$ cat src/rtl/rbrp_defines.svh
// Constants for the RAM back-end port: codes, widths, reset values.
// Assumes inclusion by bare name from the package and the design file.
`ifndef RBRP_DEFINES_SVH
`define RBRP_DEFINES_SVH

// ****************************************
// Widths and FIFO depth
// ****************************************
`define RBRP_ADDR_W 11
`define RBRP_DATA_W 16
`define RBRP_KIND_W 2
`define RBRP_FIFO_DEPTH 4
`define RBRP_FIFO_PTR_W 2
`define RBRP_FIFO_CNT_W 3

// ****************************************
// Access type codes
// ****************************************
`define RBRP_KIND_DATA 2'h0
`define RBRP_KIND_STATUS 2'h1
`define RBRP_KIND_COMMAND 2'h2
`define RBRP_KIND_UNUSED 2'h3

// ****************************************
// Reset values and timing counts
// ****************************************
`define RBRP_ADDR_RST 11'h000
`define RBRP_DATA_RST 16'h0000
`define RBRP_STROBE_MIN_CYC 1

`endif

$ cat src/rtl/rbrp_pkg.sv
// Types shared by the RAM back-end port and its FIFO.
// Assumes rbrp_defines.svh is on the include path.
`include "rbrp_defines.svh"

package rbrp_pkg;

  // ****************************************
  // Request carried through the FIFO
  // ****************************************
  typedef struct packed {
    logic write;
    logic [`RBRP_KIND_W-1:0] kind;
    logic [`RBRP_ADDR_W-1:0] addr;
    logic [`RBRP_DATA_W-1:0] wdata;
  } rbrp_req_t;

  // ****************************************
  // Access sequencer states
  // ****************************************
  typedef enum logic [2:0] {
    RBRP_IDLE,
    RBRP_A_SETUP,
    RBRP_A_STROBE,
    RBRP_A_HOLD,
    RBRP_S_ACCESS,
    RBRP_S_CAPTURE
  } rbrp_state_t;

endpackage

$ cat src/rtl/rbrp_port.sv
// RAM back-end port of a bus remote-terminal core, with its request FIFO.
// Assumes one 25 MHz clock SYS_CLK; RAM grant and stall cross in via two flip-flops.
//
// What this block does
// - Sync read strobe, data captured next edge
// - Async strobes low one cycle, stretched
// - Async read address one cycle around
// - Async read data taken at strobe rise
// - Async write address/data one cycle around
// - Chip select timed like address
// - Read, select outputs and stall input active low
// - Stall asserted lengthens current async strobe
// - Type code 00 data, 01 status, 10 command
// - Eleven-bit RAM address output
// - Sync write strobe commits on edge
// - Sixteen-bit write data output
`timescale 1ns/1ns
`default_nettype none
`include "rbrp_defines.svh"

// ****************************************
// Request FIFO
// ****************************************
module rbrp_fifo #(
  parameter int WIDTH = 29,
  parameter int DEPTH = `RBRP_FIFO_DEPTH
) (
  input wire logic clk,
  input wire logic resetn,
  input wire logic [WIDTH-1:0] in_data,
  input wire logic in_valid,
  output logic in_ready,
  output logic [WIDTH-1:0] out_data,
  output logic out_valid,
  input wire logic out_ready
);
  logic [WIDTH-1:0] mem_r [DEPTH];
  logic [`RBRP_FIFO_PTR_W-1:0] wr_ptr_r;
  logic [`RBRP_FIFO_PTR_W-1:0] rd_ptr_r;
  logic [`RBRP_FIFO_CNT_W-1:0] count_r;
  logic [`RBRP_FIFO_CNT_W-1:0] count_nxt;
  logic space_r;
  logic push;
  logic pop;

  // Ready comes from a flop so the source sees no combinational path
  assign push = in_valid && space_r;
  assign pop = out_valid && out_ready;
  assign in_ready = space_r;
  assign out_valid = (count_r != '0);
  assign out_data = mem_r[rd_ptr_r];

  // Occupancy after this edge
  always_comb begin
    count_nxt = count_r;
    if (push && !pop) begin
      count_nxt = count_r + 3'h1;
    end else if (pop && !push) begin
      count_nxt = count_r - 3'h1;
    end
  end

  // Pointers, count and space flag
  always_ff @(posedge clk) begin
    if (!resetn) begin
      wr_ptr_r <= '0;
      rd_ptr_r <= '0;
      count_r <= '0;
      space_r <= 1'b1;
    end else begin
      if (push) begin
        wr_ptr_r <= wr_ptr_r + 2'h1;
      end
      if (pop) begin
        rd_ptr_r <= rd_ptr_r + 2'h1;
      end
      count_r <= count_nxt;
      space_r <= (count_nxt != DEPTH[`RBRP_FIFO_CNT_W-1:0]);
    end
  end

  // Storage, no reset needed on the data words
  always_ff @(posedge clk) begin
    if (push) begin
      mem_r[wr_ptr_r] <= in_data;
    end
  end
endmodule

// ****************************************
// RAM back-end port
// ****************************************
module rbrp_port (
  input wire logic SYS_CLK,
  input wire logic RESETN,
  input wire logic MODE_ASYNC,
  input wire rbrp_pkg::rbrp_req_t REQ,
  input wire logic REQ_VALID,
  output logic REQ_READY,
  output logic [`RBRP_DATA_W-1:0] RD_DATA,
  output logic RD_VALID,
  input wire logic RAM_GRANT_N,
  input wire logic BACKEND_STALL_N,
  input wire logic [`RBRP_DATA_W-1:0] RAM_READ_DATA,
  output logic RAM_READ_STROBE_N,
  output logic RAM_WRITE_STROBE_N,
  output logic RAM_SELECT_N,
  output logic [`RBRP_KIND_W-1:0] ACCESS_TYPE_CODE,
  output logic [`RBRP_ADDR_W-1:0] RAM_ADDR_OUT,
  output logic [`RBRP_DATA_W-1:0] RAM_WRITE_DATA
);
  import rbrp_pkg::*;

  rbrp_req_t fifo_req;
  rbrp_req_t req_r;
  rbrp_req_t cur;
  rbrp_state_t state_r;
  rbrp_state_t state_nxt;
  logic fifo_valid;
  logic pop;
  logic [2:0] mode_sync_r;
  logic [1:0] grant_sync_r;
  logic [1:0] stall_sync_r;
  logic capture;
  logic [`RBRP_DATA_W-1:0] cap_r;
  logic cap_go_r;

  // Never emit the unused code; fold it onto a data transfer
  function automatic logic [`RBRP_KIND_W-1:0] clean_kind(input logic [`RBRP_KIND_W-1:0] k);
    clean_kind = (k == `RBRP_KIND_UNUSED) ? `RBRP_KIND_DATA : k;
  endfunction

  // Requests queue here until the RAM is granted
  rbrp_fifo #(
    .WIDTH($bits(rbrp_req_t)),
    .DEPTH(`RBRP_FIFO_DEPTH)
  ) u_fifo (
    .clk(SYS_CLK),
    .resetn(RESETN),
    .in_data(REQ),
    .in_valid(REQ_VALID),
    .in_ready(REQ_READY),
    .out_data(fifo_req),
    .out_valid(fifo_valid),
    .out_ready(pop)
  );

  // ****************************************
  // Pin synchronisers
  // ****************************************
  // mode strap resampled
  // Mode is static; a change mid-access is not supported
  always_ff @(posedge SYS_CLK) begin
    if (!RESETN) begin
      mode_sync_r <= 3'h0;
    end else begin
      mode_sync_r <= {mode_sync_r[1:0], MODE_ASYNC};
    end
  end

  // grant and stall synchronised
  // Two flops add latency: stall stretches two cycles after it drops
  always_ff @(posedge SYS_CLK) begin
    if (!RESETN) begin
      grant_sync_r <= 2'h3;
      stall_sync_r <= 2'h3;
    end else begin
      grant_sync_r <= {grant_sync_r[0], RAM_GRANT_N};
      stall_sync_r <= {stall_sync_r[0], BACKEND_STALL_N};
    end
  end

  // ****************************************
  // Access sequencer
  // ****************************************
  assign pop = (state_r == RBRP_IDLE) && fifo_valid && !grant_sync_r[1];
  assign cur = (state_r == RBRP_IDLE) ? fifo_req : req_r;

  // Next state
  always_comb begin
    state_nxt = state_r;
    case (state_r)
      RBRP_IDLE: begin
        if (pop) begin
          state_nxt = mode_sync_r[2] ? RBRP_A_SETUP : RBRP_S_ACCESS;
        end
      end
      RBRP_A_SETUP: begin
        state_nxt = RBRP_A_STROBE;
      end
      RBRP_A_STROBE: begin
        if (stall_sync_r[1]) begin
          state_nxt = RBRP_A_HOLD;
        end
      end
      RBRP_A_HOLD: begin
        state_nxt = RBRP_IDLE;
      end
      RBRP_S_ACCESS: begin
        state_nxt = req_r.write ? RBRP_IDLE : RBRP_S_CAPTURE;
      end
      RBRP_S_CAPTURE: begin
        state_nxt = RBRP_IDLE;
      end
      default: begin
        state_nxt = RBRP_IDLE;
      end
    endcase
  end

  // State and latched request
  always_ff @(posedge SYS_CLK) begin
    if (!RESETN) begin
      state_r <= RBRP_IDLE;
      req_r <= '0;
    end else begin
      state_r <= state_nxt;
      if (pop) begin
        req_r <= fifo_req;
      end
    end
  end

  // ****************************************
  // RAM pin drivers
  // ****************************************
  // address, select, data framed
  // Address and select stand through setup, strobe and hold
  always_ff @(posedge SYS_CLK) begin
    if (!RESETN) begin
      RAM_SELECT_N <= 1'b1;
      RAM_ADDR_OUT <= `RBRP_ADDR_RST;
      ACCESS_TYPE_CODE <= `RBRP_KIND_DATA;
      RAM_WRITE_DATA <= `RBRP_DATA_RST;
    end else begin
      case (state_nxt)
        RBRP_A_SETUP, RBRP_A_STROBE, RBRP_A_HOLD, RBRP_S_ACCESS: begin
          RAM_SELECT_N <= 1'b0;
          RAM_ADDR_OUT <= cur.addr;
          ACCESS_TYPE_CODE <= clean_kind(cur.kind);
          RAM_WRITE_DATA <= cur.wdata;
        end
        default: begin
          // Values kept to avoid needless pin toggling
          RAM_SELECT_N <= 1'b1;
        end
      endcase
    end
  end

  always_ff @(posedge SYS_CLK) begin
    if (!RESETN) begin
      RAM_READ_STROBE_N <= 1'b1;
      RAM_WRITE_STROBE_N <= 1'b1;
    end else begin
      case (state_nxt)
        RBRP_A_STROBE, RBRP_S_ACCESS: begin
          RAM_READ_STROBE_N <= cur.write;
          RAM_WRITE_STROBE_N <= !cur.write;
        end
        default: begin
          RAM_READ_STROBE_N <= 1'b1;
          RAM_WRITE_STROBE_N <= 1'b1;
        end
      endcase
    end
  end

  // ****************************************
  // Read data return
  // ****************************************
  // async capture at strobe rise, sync one edge later
  assign capture = ((state_r == RBRP_A_STROBE) && (state_nxt == RBRP_A_HOLD) && !req_r.write)
                   || (state_r == RBRP_S_CAPTURE);

  // The capture flop is the first stage; the output flop the second
  always_ff @(posedge SYS_CLK) begin
    if (!RESETN) begin
      cap_r <= `RBRP_DATA_RST;
      cap_go_r <= 1'b0;
      RD_DATA <= `RBRP_DATA_RST;
      RD_VALID <= 1'b0;
    end else begin
      if (capture) begin
        cap_r <= RAM_READ_DATA;
      end
      cap_go_r <= capture;
      if (cap_go_r) begin
        RD_DATA <= cap_r;
      end
      RD_VALID <= cap_go_r;
    end
  end
endmodule

`default_nettype wire
$ cat config.mk
export PLATFORM = sky130hd
export DESIGN_NAME = rbrp_port
export DESIGN_NICKNAME = d
export VERILOG_FILES = /design/src/rtl/rbrp_pkg.sv /design/src/rtl/rbrp_port.sv
export VERILOG_INCLUDE_DIRS = /design/src /design/src/rtl
export SDC_FILE = /design/constraint.sdc
export NUM_CORES = 1
export LEC_CHECK = 0
export BUFFER_PORTS_ARGS = -buffer_cell sky130_fd_sc_hd__buf_2
export CAP_MARGIN = 10
export CORE_MARGIN = 8
export CORE_UTILIZATION = 55
export DETAILED_ROUTE_END_ITERATION = 10
export GPL_ROUTABILITY_DRIVEN = 0
export GPL_TIMING_DRIVEN = 0
export PLACE_DENSITY = 0.76
export SYNTH_ARGS = -nofsm -noshare
export SYNTH_HDL_FRONTEND = slang
export SYNTH_SLANG_ARGS = --single-unit
$ cat constraint.sdc
create_clock -name SYS_CLK -period 5.55 [get_ports SYS_CLK]
set_input_delay 1.11 -clock SYS_CLK [delete_from_list [all_inputs] [get_ports SYS_CLK]]
set_output_delay 1.11 -clock SYS_CLK [all_outputs]
set_load 0.05 [all_outputs]
* Word-level counts from Yosys, hierarchy flattened
Memory sizes are Yosys's and may differ from the RTL's. A register that Yosys moved wholly into a read port is not among the register bits.
Index checks and enable logic that the tools add are counted.
** Word-level totals
- Register bits :: 114
- RAM bits :: 120
- Input bits :: 52
- Output and inout bits :: 50
- Logic and storage cells :: 70
- Memories :: 1
** Memories
- u_fifo.mem_r :: words 4, bits a word 30, read ports 1, clocked after memory_dff 1, wr ports 1, RTL line rbrp_port.sv:37 : logic [WIDTH-1:0] mem_r [DEPTH];
** Operators by class
- Add/subtract/negate cells :: 4
- Equal/unequal tests :: 10
- Muxes and demuxes :: 14
- Reduce and logical (&&, ||, !) cells :: 19
** Operators with widths (number)
- two-way mux 30 bit :: 1
- two-way mux 3 bit :: 6
- one-hot mux 3 bit (4 select lines) :: 1
- equality test 3 x 2 -> 1 bit (second input constant) :: 3
- equality test 3 bit (second input constant) :: 3
- logical AND 1 bit :: 8
- equality test 3 x 1 -> 1 bit (second input constant) :: 2
- two-way mux 2 bit :: 3
- logical NOT 1 bit :: 5
- adder 2 x 1 -> 2 bit (second input constant) :: 2
- OR reduction 4 bit :: 1
- adder 3 x 1 -> 3 bit (second input constant) :: 1
- logical NOT 3 bit :: 1
- two-way mux 1 bit :: 3
- inequality test 3 bit (second input constant) :: 1
- nonzero test 3 bit :: 1
- subtractor 3 x 1 -> 3 bit (second input constant) :: 1
- equality test 2 bit (second input constant) :: 1
- AND reduction 2 bit :: 1
- OR reduction 2 bit :: 1
- logical OR 1 bit :: 1

* Longest topological paths before layout
Gate-level depths: netlist of the first run.
- Depth in word-level cells :: 9
- Gate-level depth with buffers :: 8
- Mapped depth without buffers :: 6

* Cells and area by module
Synthesis of the first run repeated with hierarchy kept, for this count alone.
** Second synthesis, totals
- Cell total of the unflattened synthesis :: 659
- Area total of the unflattened synthesis :: 9206.3 µm²
** By module, submodules not included
- rbrp_fifo :: instances 1, cells each 217, area each 4882.2 µm², sequential area each 3803.6 µm²
- rbrp_port :: instances 1, cells each 442, area each 4324.1 µm², sequential area each 2122.0 µm²

* Least setup slack after synthesis of the first run
OpenSTA, ideal clock, no wires.
- Kind :: input-to-reg
- Start point :: input REQ_VALID
- End point :: memory u_fifo.mem_r[0][0] (netlist bit), enable pin
- Library setup time :: 0.390 ns
- Arrival :: 1.903 ns
- Required time :: 5.160 ns
- Path slack :: 3.257 ns
- Cell stages on the path :: 1
- Path buffers :: 0
- Cells stage by stage :: and3_1
** Between the ends
- Word-level cells in the longest chain between the ends :: 3
** RTL lines
- start: declaration :: RTL line rbrp_port.sv:98 : input wire logic REQ_VALID,
- logical AND 1 bit :: RTL line rbrp_port.sv:47 : assign push = in_valid && space_r;
- two-way mux 1 bit :: RTL line rbrp_port.sv:84 : if (push) begin
- two-way mux 1 bit (implied by the code) :: RTL line rbrp_port.sv:85 : mem_r[wr_ptr_r] <= in_data;
- end: declaration :: RTL line rbrp_port.sv:37
Every way passes these cells.

* Worst setup path after layout of the first run
- Start point :: register u_fifo.count_r[0]
- End point :: register RAM_ADDR_OUT[4]
** Between the ends
- Word-level cells in the longest chain between the ends :: 7
- Elaborated cells on any way between the ends :: 10
- Those cells by class :: eq/ne: 4; mux: 2; reduce/logical: 4
** RTL lines
- start: declaration :: RTL line rbrp_port.sv:40 : logic [`RBRP_FIFO_CNT_W-1:0] count_r;
- start signal: assignment :: RTL line rbrp_port.sv:77 : count_r <= count_nxt;
- nonzero test 3 bit (*) :: RTL line rbrp_port.sv:50 : assign out_valid = (count_r != '0);
- logical AND 1 bit (*) (2 in a row) :: RTL line rbrp_port.sv:176 : assign pop = (state_r == RBRP_IDLE) && fifo_valid && !grant_sync_r[1];
- two-way mux 3 bit (*) :: RTL line rbrp_port.sv:184 : if (pop) begin
- one-hot mux 3 bit (4 select lines) (*) :: RTL line rbrp_port.sv:182 : case (state_r)
- equality test 3 x 2 -> 1 bit (tied with other cells) :: RTL line rbrp_port.sv:236 : case (state_nxt)
- OR reduction 4 bit (*) :: RTL line rbrp_port.sv:236
- end signal: assignment :: RTL line rbrp_port.sv:232 : RAM_ADDR_OUT <= `RBRP_ADDR_RST;
- end signal: assignment :: RTL line rbrp_port.sv:239 : RAM_ADDR_OUT <= cur.addr;
- end: declaration :: RTL line rbrp_port.sv:109 : output logic [`RBRP_ADDR_W-1:0] RAM_ADDR_OUT,
Mark *: on every way between the ends. The rest lies on a longest branch, timed or not.
A chain may end at the register's enable or synchronous reset.

==> results of run 1 <==
==> flip-flops by register name, summed over array words and instances, names as in the netlist, 3 cells and up, named ones only <==
register        count
state_r             3
RAM_ADDR_OUT       11
mode_sync_r         3
cap_r              16
u_fifo.mem_r      120
RD_DATA            16
u_fifo.count_r      3
req_r              30
RAM_WRITE_DATA     16
==> cells in the final DEF, fill, tap and decap left out, types with 2 or more instances in the layout <==
master / Yosys / layout
o21ai_0: 2 / 2
and3_2: 0 / 4
a21oi_1: 44 / 44
mux4_2: 30 / 30
buf_2: 11 / 112
nand2b_1: 5 / 5
and2_1: 7 / 7
or3_1: 2 / 2
inv_1: 8 / 8
nor3_4: 2 / 2
mux2i_1: 33 / 33
nand3b_1: 8 / 8
clkbuf_8: 0 / 7
buf_6: 6 / 6
a21oi_2: 18 / 18
a21boi_0: 2 / 2
nor2_1: 40 / 40
nor3_1: 3 / 3
clkbuf_1: 28 / 34
clkinv_2: 0 / 3
buf_4: 2 / 2
clkbuf_16: 0 / 26
dfxtp_1: 116 / 116
a211oi_1: 3 / 3
o21a_1: 2 / 2
and4_1: 2 / 2
edfxtp_1: 120 / 120
nand2_1: 120 / 120
xnor2_1: 3 / 3
a311oi_1: 28 / 28
a32o_1: 2 / 2
ha_1: 7 / 7
==> power groups by stage <==
stage	clock network, mW	logic [mW]	registers [mW]
final	1.58	0.558	1.99
after CTS	1.61	0.559	1.99
after detailed placement	0	0.557	2.03
after global placement	0	0.537	2.02
after floorplan	0	0.284	2.13
after global routing	1.67	0.599	2.00
==> per-layer routing <==
| metal | track usage [%] | routed length (µm) | vias up |
|---|---|---|---|
| met1 | 23.3 | 8120 | 2856 |
| met3 | 3.92 | 1650 | 42 |
| li1 | - | - | 2725 |
| met5 | 0 | 10 | - |
| met2 | 31.6 | 9400 | 247 |
| met4 | 7.47 | 534 | 2 |
==> worst paths after layout <==
kind         slack, ns               to              start
max               3.19  RAM_ADDR_OUT[4]  u_fifo.count_r[0]
min               0.42  grant_sync_r[1]    grant_sync_r[0]
max reg2reg       3.19  RAM_ADDR_OUT[4]  u_fifo.count_r[0]
min reg2reg       0.42  grant_sync_r[1]    grant_sync_r[0]
==> final cells by class <==
type,count,area [µm²],share of cell area [%]
Sequential cell,236,5930,56.0
Timing Repair Buffer,101,505,4.78
Tap cell,216,270,2.55
Inverter,8,30.0,0.284
Clock inverter,4,23.8,0.225
Multi-Input combinational cell,382,2810,26.5
Clock buffer,40,774,7.32
Buffer,47,243,2.29
==> per-stage QoR <==
step           util (%)  hold slack (ns)
2_1_floorplan         -            0.386
3_3_place_gp       61.3            0.402
3_5_place_dp       61.4            0.412
4_1_cts            66.4            0.433
5_1_grt            66.4            0.459
6_report           66.4            0.420
==> cell families (layout without fill, tap and decap cells) <==
family,Yosys count,count (layout),synth area share (%)
buffers and inverters,55,200,3.03
adder cells (fa/ha/maj),7,7,0.973
AND/OR/NAND/NOR,201,201,10.2
AO/OA/AOI/OAI,108,108,8.55
flip-flops,236,236,65.8
multiplexers,63,63,11.2
XOR/XNOR,3,3,0.292
==> results.yml, run 1 <==
cts:
  h-tree-depth: 1
  numClockSinks: 236
  insertion_delay_ns: 0.51
  clockBufferDepth: 3
  cts_setup_buffers: 0
  clkTransAtPathRegs_ns: 0.06
  numCtsBuffers: 24
  ctsHoldBuffers: 0
  clockRootBuffer: "clkbuf_16"
  cts_tree: "done"
  cts_resized: 0
worst_setup_path:
  crit_chain: "inv_1 -> ha_1 -> nor2b_4 -> o21ai_1 -> and2_1 -> buf_2 -> clkbuf_1 -> a311oi_1"
  crit_buf_inv: 3
  cp_slowest_cell: "clkbuf_1"
  crit_cells: 8
  reg2reg_depth: 8
  cp-end-kind: "flip-flop"
  crit_path_max_fanout: 10
  crit_arrival_ns: 2.71
  crit_family: "buffers and inverters"
  start_kind: "flip-flop"
  critPathMaxStageDelay_ns: 0.44
  required_ns: 5.91
  critPathKind: "flip-flop to flip-flop"
drt:
  vias: 5872
  dr.first_iter.drc_count: 348
  drt-vias-per-instance: 5.68
  wl_per_cell_um: 19.1
  antenna_left: 0
  wirelength_um: 19700
  first_pass_iters: 6
  drc: 0
pwr:
  p_switching_mw: 1.07
  clkPwrFrac_pct: 38.3
  ir_drop_mv: 0.323
  p_int_mw: 3.06
  power_leakage_nw: 3.90
  comb_power_share_pct: 13.5
  p_sw_share_pct: 25.8
  power_density_nw_per_um2: 391
  power_frac_seq_pct: 48.1
  power_mw: 4.13
synthesis:
  synth_common_cells: "edfxtp_1, nand2_1, dfxtp_1, a21oi_1, nor2_1"
  ys_top_cells_by_area: "edfxtp_1, dfxtp_1, mux4_2"
  yosysTopAreaCell: "edfxtp_1"
  synth_nets: 732
  synthFlopType: "edfxtp_1"
  synth_edf_count: 120
  synthCells: 673
  ys_warn_count: 0
  synthDistinctLibCells: 44
  syn_avg_cell_area_um2: 13.4
  synthDominantCellAreaShare_pct: 40.0
  ys_seq_elements: 236
  synthArstFlopShare_pct: 0
  syn-cell-area_um2: 9000
  yosysSeqAreaShare_pct: 65.8
cells_and_area:
  drive_above_1_share_pct: 26.5
  syn2layout_area_growth_pct: 17.5
  fillerInstances: 1145
  num_antenna_cells: 0
  fin_cells: 1034
  design_area_um2: 10600
  fin_nets: 859
timing:
  drv_slew: 0
  final_hold_viol_count: 0
  max_freq_mhz: 424
  setup_tns_ns: 0
  fin_crit_ns: 2.36
  rsz0062_at_grt: "no"
  setup_slack_ns: 3.19
  clock_skew_ns: 0.00831
  setup-violations-final: 0
  post-route-period-util_pct: 42.5
  worst_slew_pin_slew_ns: 0.924
  slew_headroom_pct: 38.4
floorplanning:
  core_region_area_um2: 15900
  initial_core_util_pct: 56.5
  io_pins: 102
  die_x_um: 144
  dieArea_um2: 20700
  fp-row-count: 46
  die_h_um: 144
grt:
  grt_first_pass_wirelength_um: 30500
  grt_pass1_vias: 5970
  grt_overflow: 0
  grt_usage_pct: 18.8
  grt_max_degree: 31
  antenna_found_initial: 1
placed_design:
  io_buffers: 101
  dp_hpwl_um: 13000
  place_ws_ns: 2.93
  dp.cells: 990
  placedInstanceArea_um2: 9780
outcome:
  run_status: "finished clean"
min_path:
  hold_path.class: "flip-flop to flip-flop"
  whs_path_depth: 1
job:
  maxCapViolCount: 0
Power figures use the tool's default switching activity.
==> run 2, diff against run 1 <==
- ABC_AREA: default -> 1
- clock period: 5.55 -> 2.3 ns (I/O delays scaled with it)
==> results.yml, run 2 <==
drt:
  drc: 0
  drt-vias-per-instance: 5.37
  first_pass_iters: 6
  wl_per_cell_um: 16.9
  vias: 6929
  dr.first_iter.drc_count: 720
  wirelength_um: 21800
  antenna_left: 0
synthesis:
  synth_common_cells: "nand2_1, edfxtp_1, nand3_1, dfxtp_1, nor2_1"
  synth_edf_count: 120
  syn_avg_cell_area_um2: 9.95
  synth_nets: 985
  synthArstFlopShare_pct: 0
  synthDominantCellAreaShare_pct: 39.1
  ys_seq_elements: 236
  synthDistinctLibCells: 31
  synthFlopType: "edfxtp_1"
  yosysSeqAreaShare_pct: 64.3
  syn-cell-area_um2: 9210
  yosysMostFrequentCell: "nand2_1"
  ys_warn_count: 0
  yosysTopAreaCell: "edfxtp_1"
  ys_top_cells_by_area: "edfxtp_1, dfxtp_1, nand2_1"
  synthCells: 926
timing:
  setup-violations-final: 0
  post-route-period-util_pct: 85.9
  fin_crit_ns: 1.98
  slew_headroom_pct: 36.0
  final_hold_viol_count: 0
  setup_slack_ns: 0.324
  clock_skew_ns: 0.0133
  worst_slew_pin_slew_ns: 0.957
  rsz0062_at_grt: "no"
  drv_slew: 0
  max_freq_mhz: 506
cells_and_area:
  fin_nets: 1114
  syn2layout_area_growth_pct: 17.9
  regMostFlops: "u_fifo.mem_r"
  largest_register_ffs: 120
  final_common_cell: "nand2_1"
  design_area_um2: 10900
  fin_cells: 1291
  top_regs: "u_fifo.mem_r (120), req_r (30)"
  drive_above_1_share_pct: 18.0
  num_antenna_cells: 0
  final_cell_mix: "nand2_1, buf_2, edfxtp_1"
placed_design:
  place_ws_ns: 0.0753
  dp.cells: 1249
  placedInstanceArea_um2: 10100
  io_buffers: 101
  dp_hpwl_um: 15000
grt:
  gr-usage-met2_pct: 33.1
  grt_usage_pct: 20.3
  antenna_found_initial: 2
  grt_pass1_vias: 6803
  grt_max_degree: 31
  grt_overflow: 0
  grt-busiest-layer: "met2"
  use_met3_pct: 4.45
  grt_first_pass_wirelength_um: 35300
  met1_usage_pct: 26.6
pwr:
  power_density_nw_per_um2: 953
  p_int_mw: 7.47
  ir_drop_mv: 0.790
  power_frac_seq_pct: 47.1
  p_switching_mw: 2.88
  comb_power_share_pct: 16.1
  power_leakage_nw: 4.53
  clkPwrFrac_pct: 36.8
  p_sw_share_pct: 27.9
outcome:
  run_status: "finished clean"
cts:
  cts_resized: 0
  clockBufferDepth: 3
  ctsHoldBuffers: 0
  cts_tree: "done"
  clkTransAtPathRegs_ns: 0.06
  cts_setup_buffers: 0
  h-tree-depth: 1
  insertion_delay_ns: 0.52
  numCtsBuffers: 24
  numClockSinks: 236
  clockRootBuffer: "clkbuf_16"
floorplanning:
  core_region_area_um2: 16500
  io_pins: 102
  initial_core_util_pct: 55.9
  dieArea_um2: 21100
  fp-row-count: 47
  die_x_um: 145
  die_h_um: 145
worst_setup_path:
  critPathMaxStageDelay_ns: 0.84
  crit_arrival_ns: 2.11
  required_ns: 2.44
  crit_chain: "nand2_1 -> clkbuf_1 -> nor2_4"
  crit_path_max_fanout: 30
  critPathKind: "flip-flop to flip-flop"
  cp-end-kind: "flip-flop"
  start_kind: "flip-flop"
  cp_slowest_cell: "nor2_4"
min_path:
  hold_path.class: "input port to flip-flop"
job:
  maxCapViolCount: 0
## run 2: changes by cell type in the layout (fill, tap and decap cells not counted), sizes merged, moves of 23 or more
cell,previous run,this run
a311oi,28,0
a211oi,3,27
o21ai,3,73
a21oi,62,39
mux2i,33,0
nand2,120,184
nand4,1,30
nor2,40,85
mux4,30,0
nand3,1,118
inv,8,58
## run 2: kinds of logic (layout without fill, tap and decap cells)
| family | Yosys count | after routing | share of synthesized area (%) |
|---|---|---|---|
| AOI/OAI and AO/OA | 140 | 140 | 8.54 |
| DFF | 236 | 236 | 64.3 |
| buffers and inverters | 118 | 263 | 5.61 |
| xor gates and xnor gates | 2 | 2 | 0.190 |
| and+or+nand+nor | 423 | 423 | 20.4 |
| adders and majority gates | 7 | 7 | 0.951 |
## run 2: final timing paths
path                   start            endpoint  slack (ns)  cells after the start
max reg2reg  u_fifo.in_ready  u_fifo.mem_r[3][2]        0.32                      3
min reg2reg  stall_sync_r[0]     stall_sync_r[1]        0.42                      1
max          u_fifo.in_ready  u_fifo.mem_r[3][2]        0.32                      3
min               MODE_ASYNC      mode_sync_r[0]        0.14                      3
## run 2: routing by layer
metal  up-vias  wire, µm
met2       260     10200
li1       3434         -
met4         4       510
met1      3186      9340
met5         -        16
met3        45      1700
## run 2: cell type report
class	instances	area [µm²]
clock buffer	35	712
fill	1272	5600
clock inverter	7	72.6
multi-input combinational	572	2800
timing repair buffer	103	561
sequential	236	5930
buffer	60	299
tap	220	275
inverter	58	218
## run 2: power groups by stage
stage	Sequential [mW]	Clock (mW)	Combinational (mW)
4_1_cts	4.88	3.84	1.67
3_5_place_dp	4.97	0	1.66
3_3_place_gp	4.96	0	1.59
6_report	4.88	3.81	1.67
5_1_grt	4.91	4.02	1.83
2_1_floorplan	5.28	0	0.819
## run 2: critical path: cells and delay by family (launching register included)
family / cells / cell delay (ns)
flops: 1 / 0.33
simple gates: 2 / 0.92
buf+inv: 1 / 0.34
## run 2: per-stage QoR
step	hold slack (ns)	TNS [ns]	total power, mW	utilization (%)
2_1_floorplan	0.390	-42.29	6.10	-
3_3_place_gp	0.397	-139.02	6.55	60.7
3_5_place_dp	0.404	0	6.62	61.2
4_1_cts	0.137	0	10.4	66.0
5_1_grt	0.141	0	10.8	66.0
6_report	0.144	0	10.4	66.0
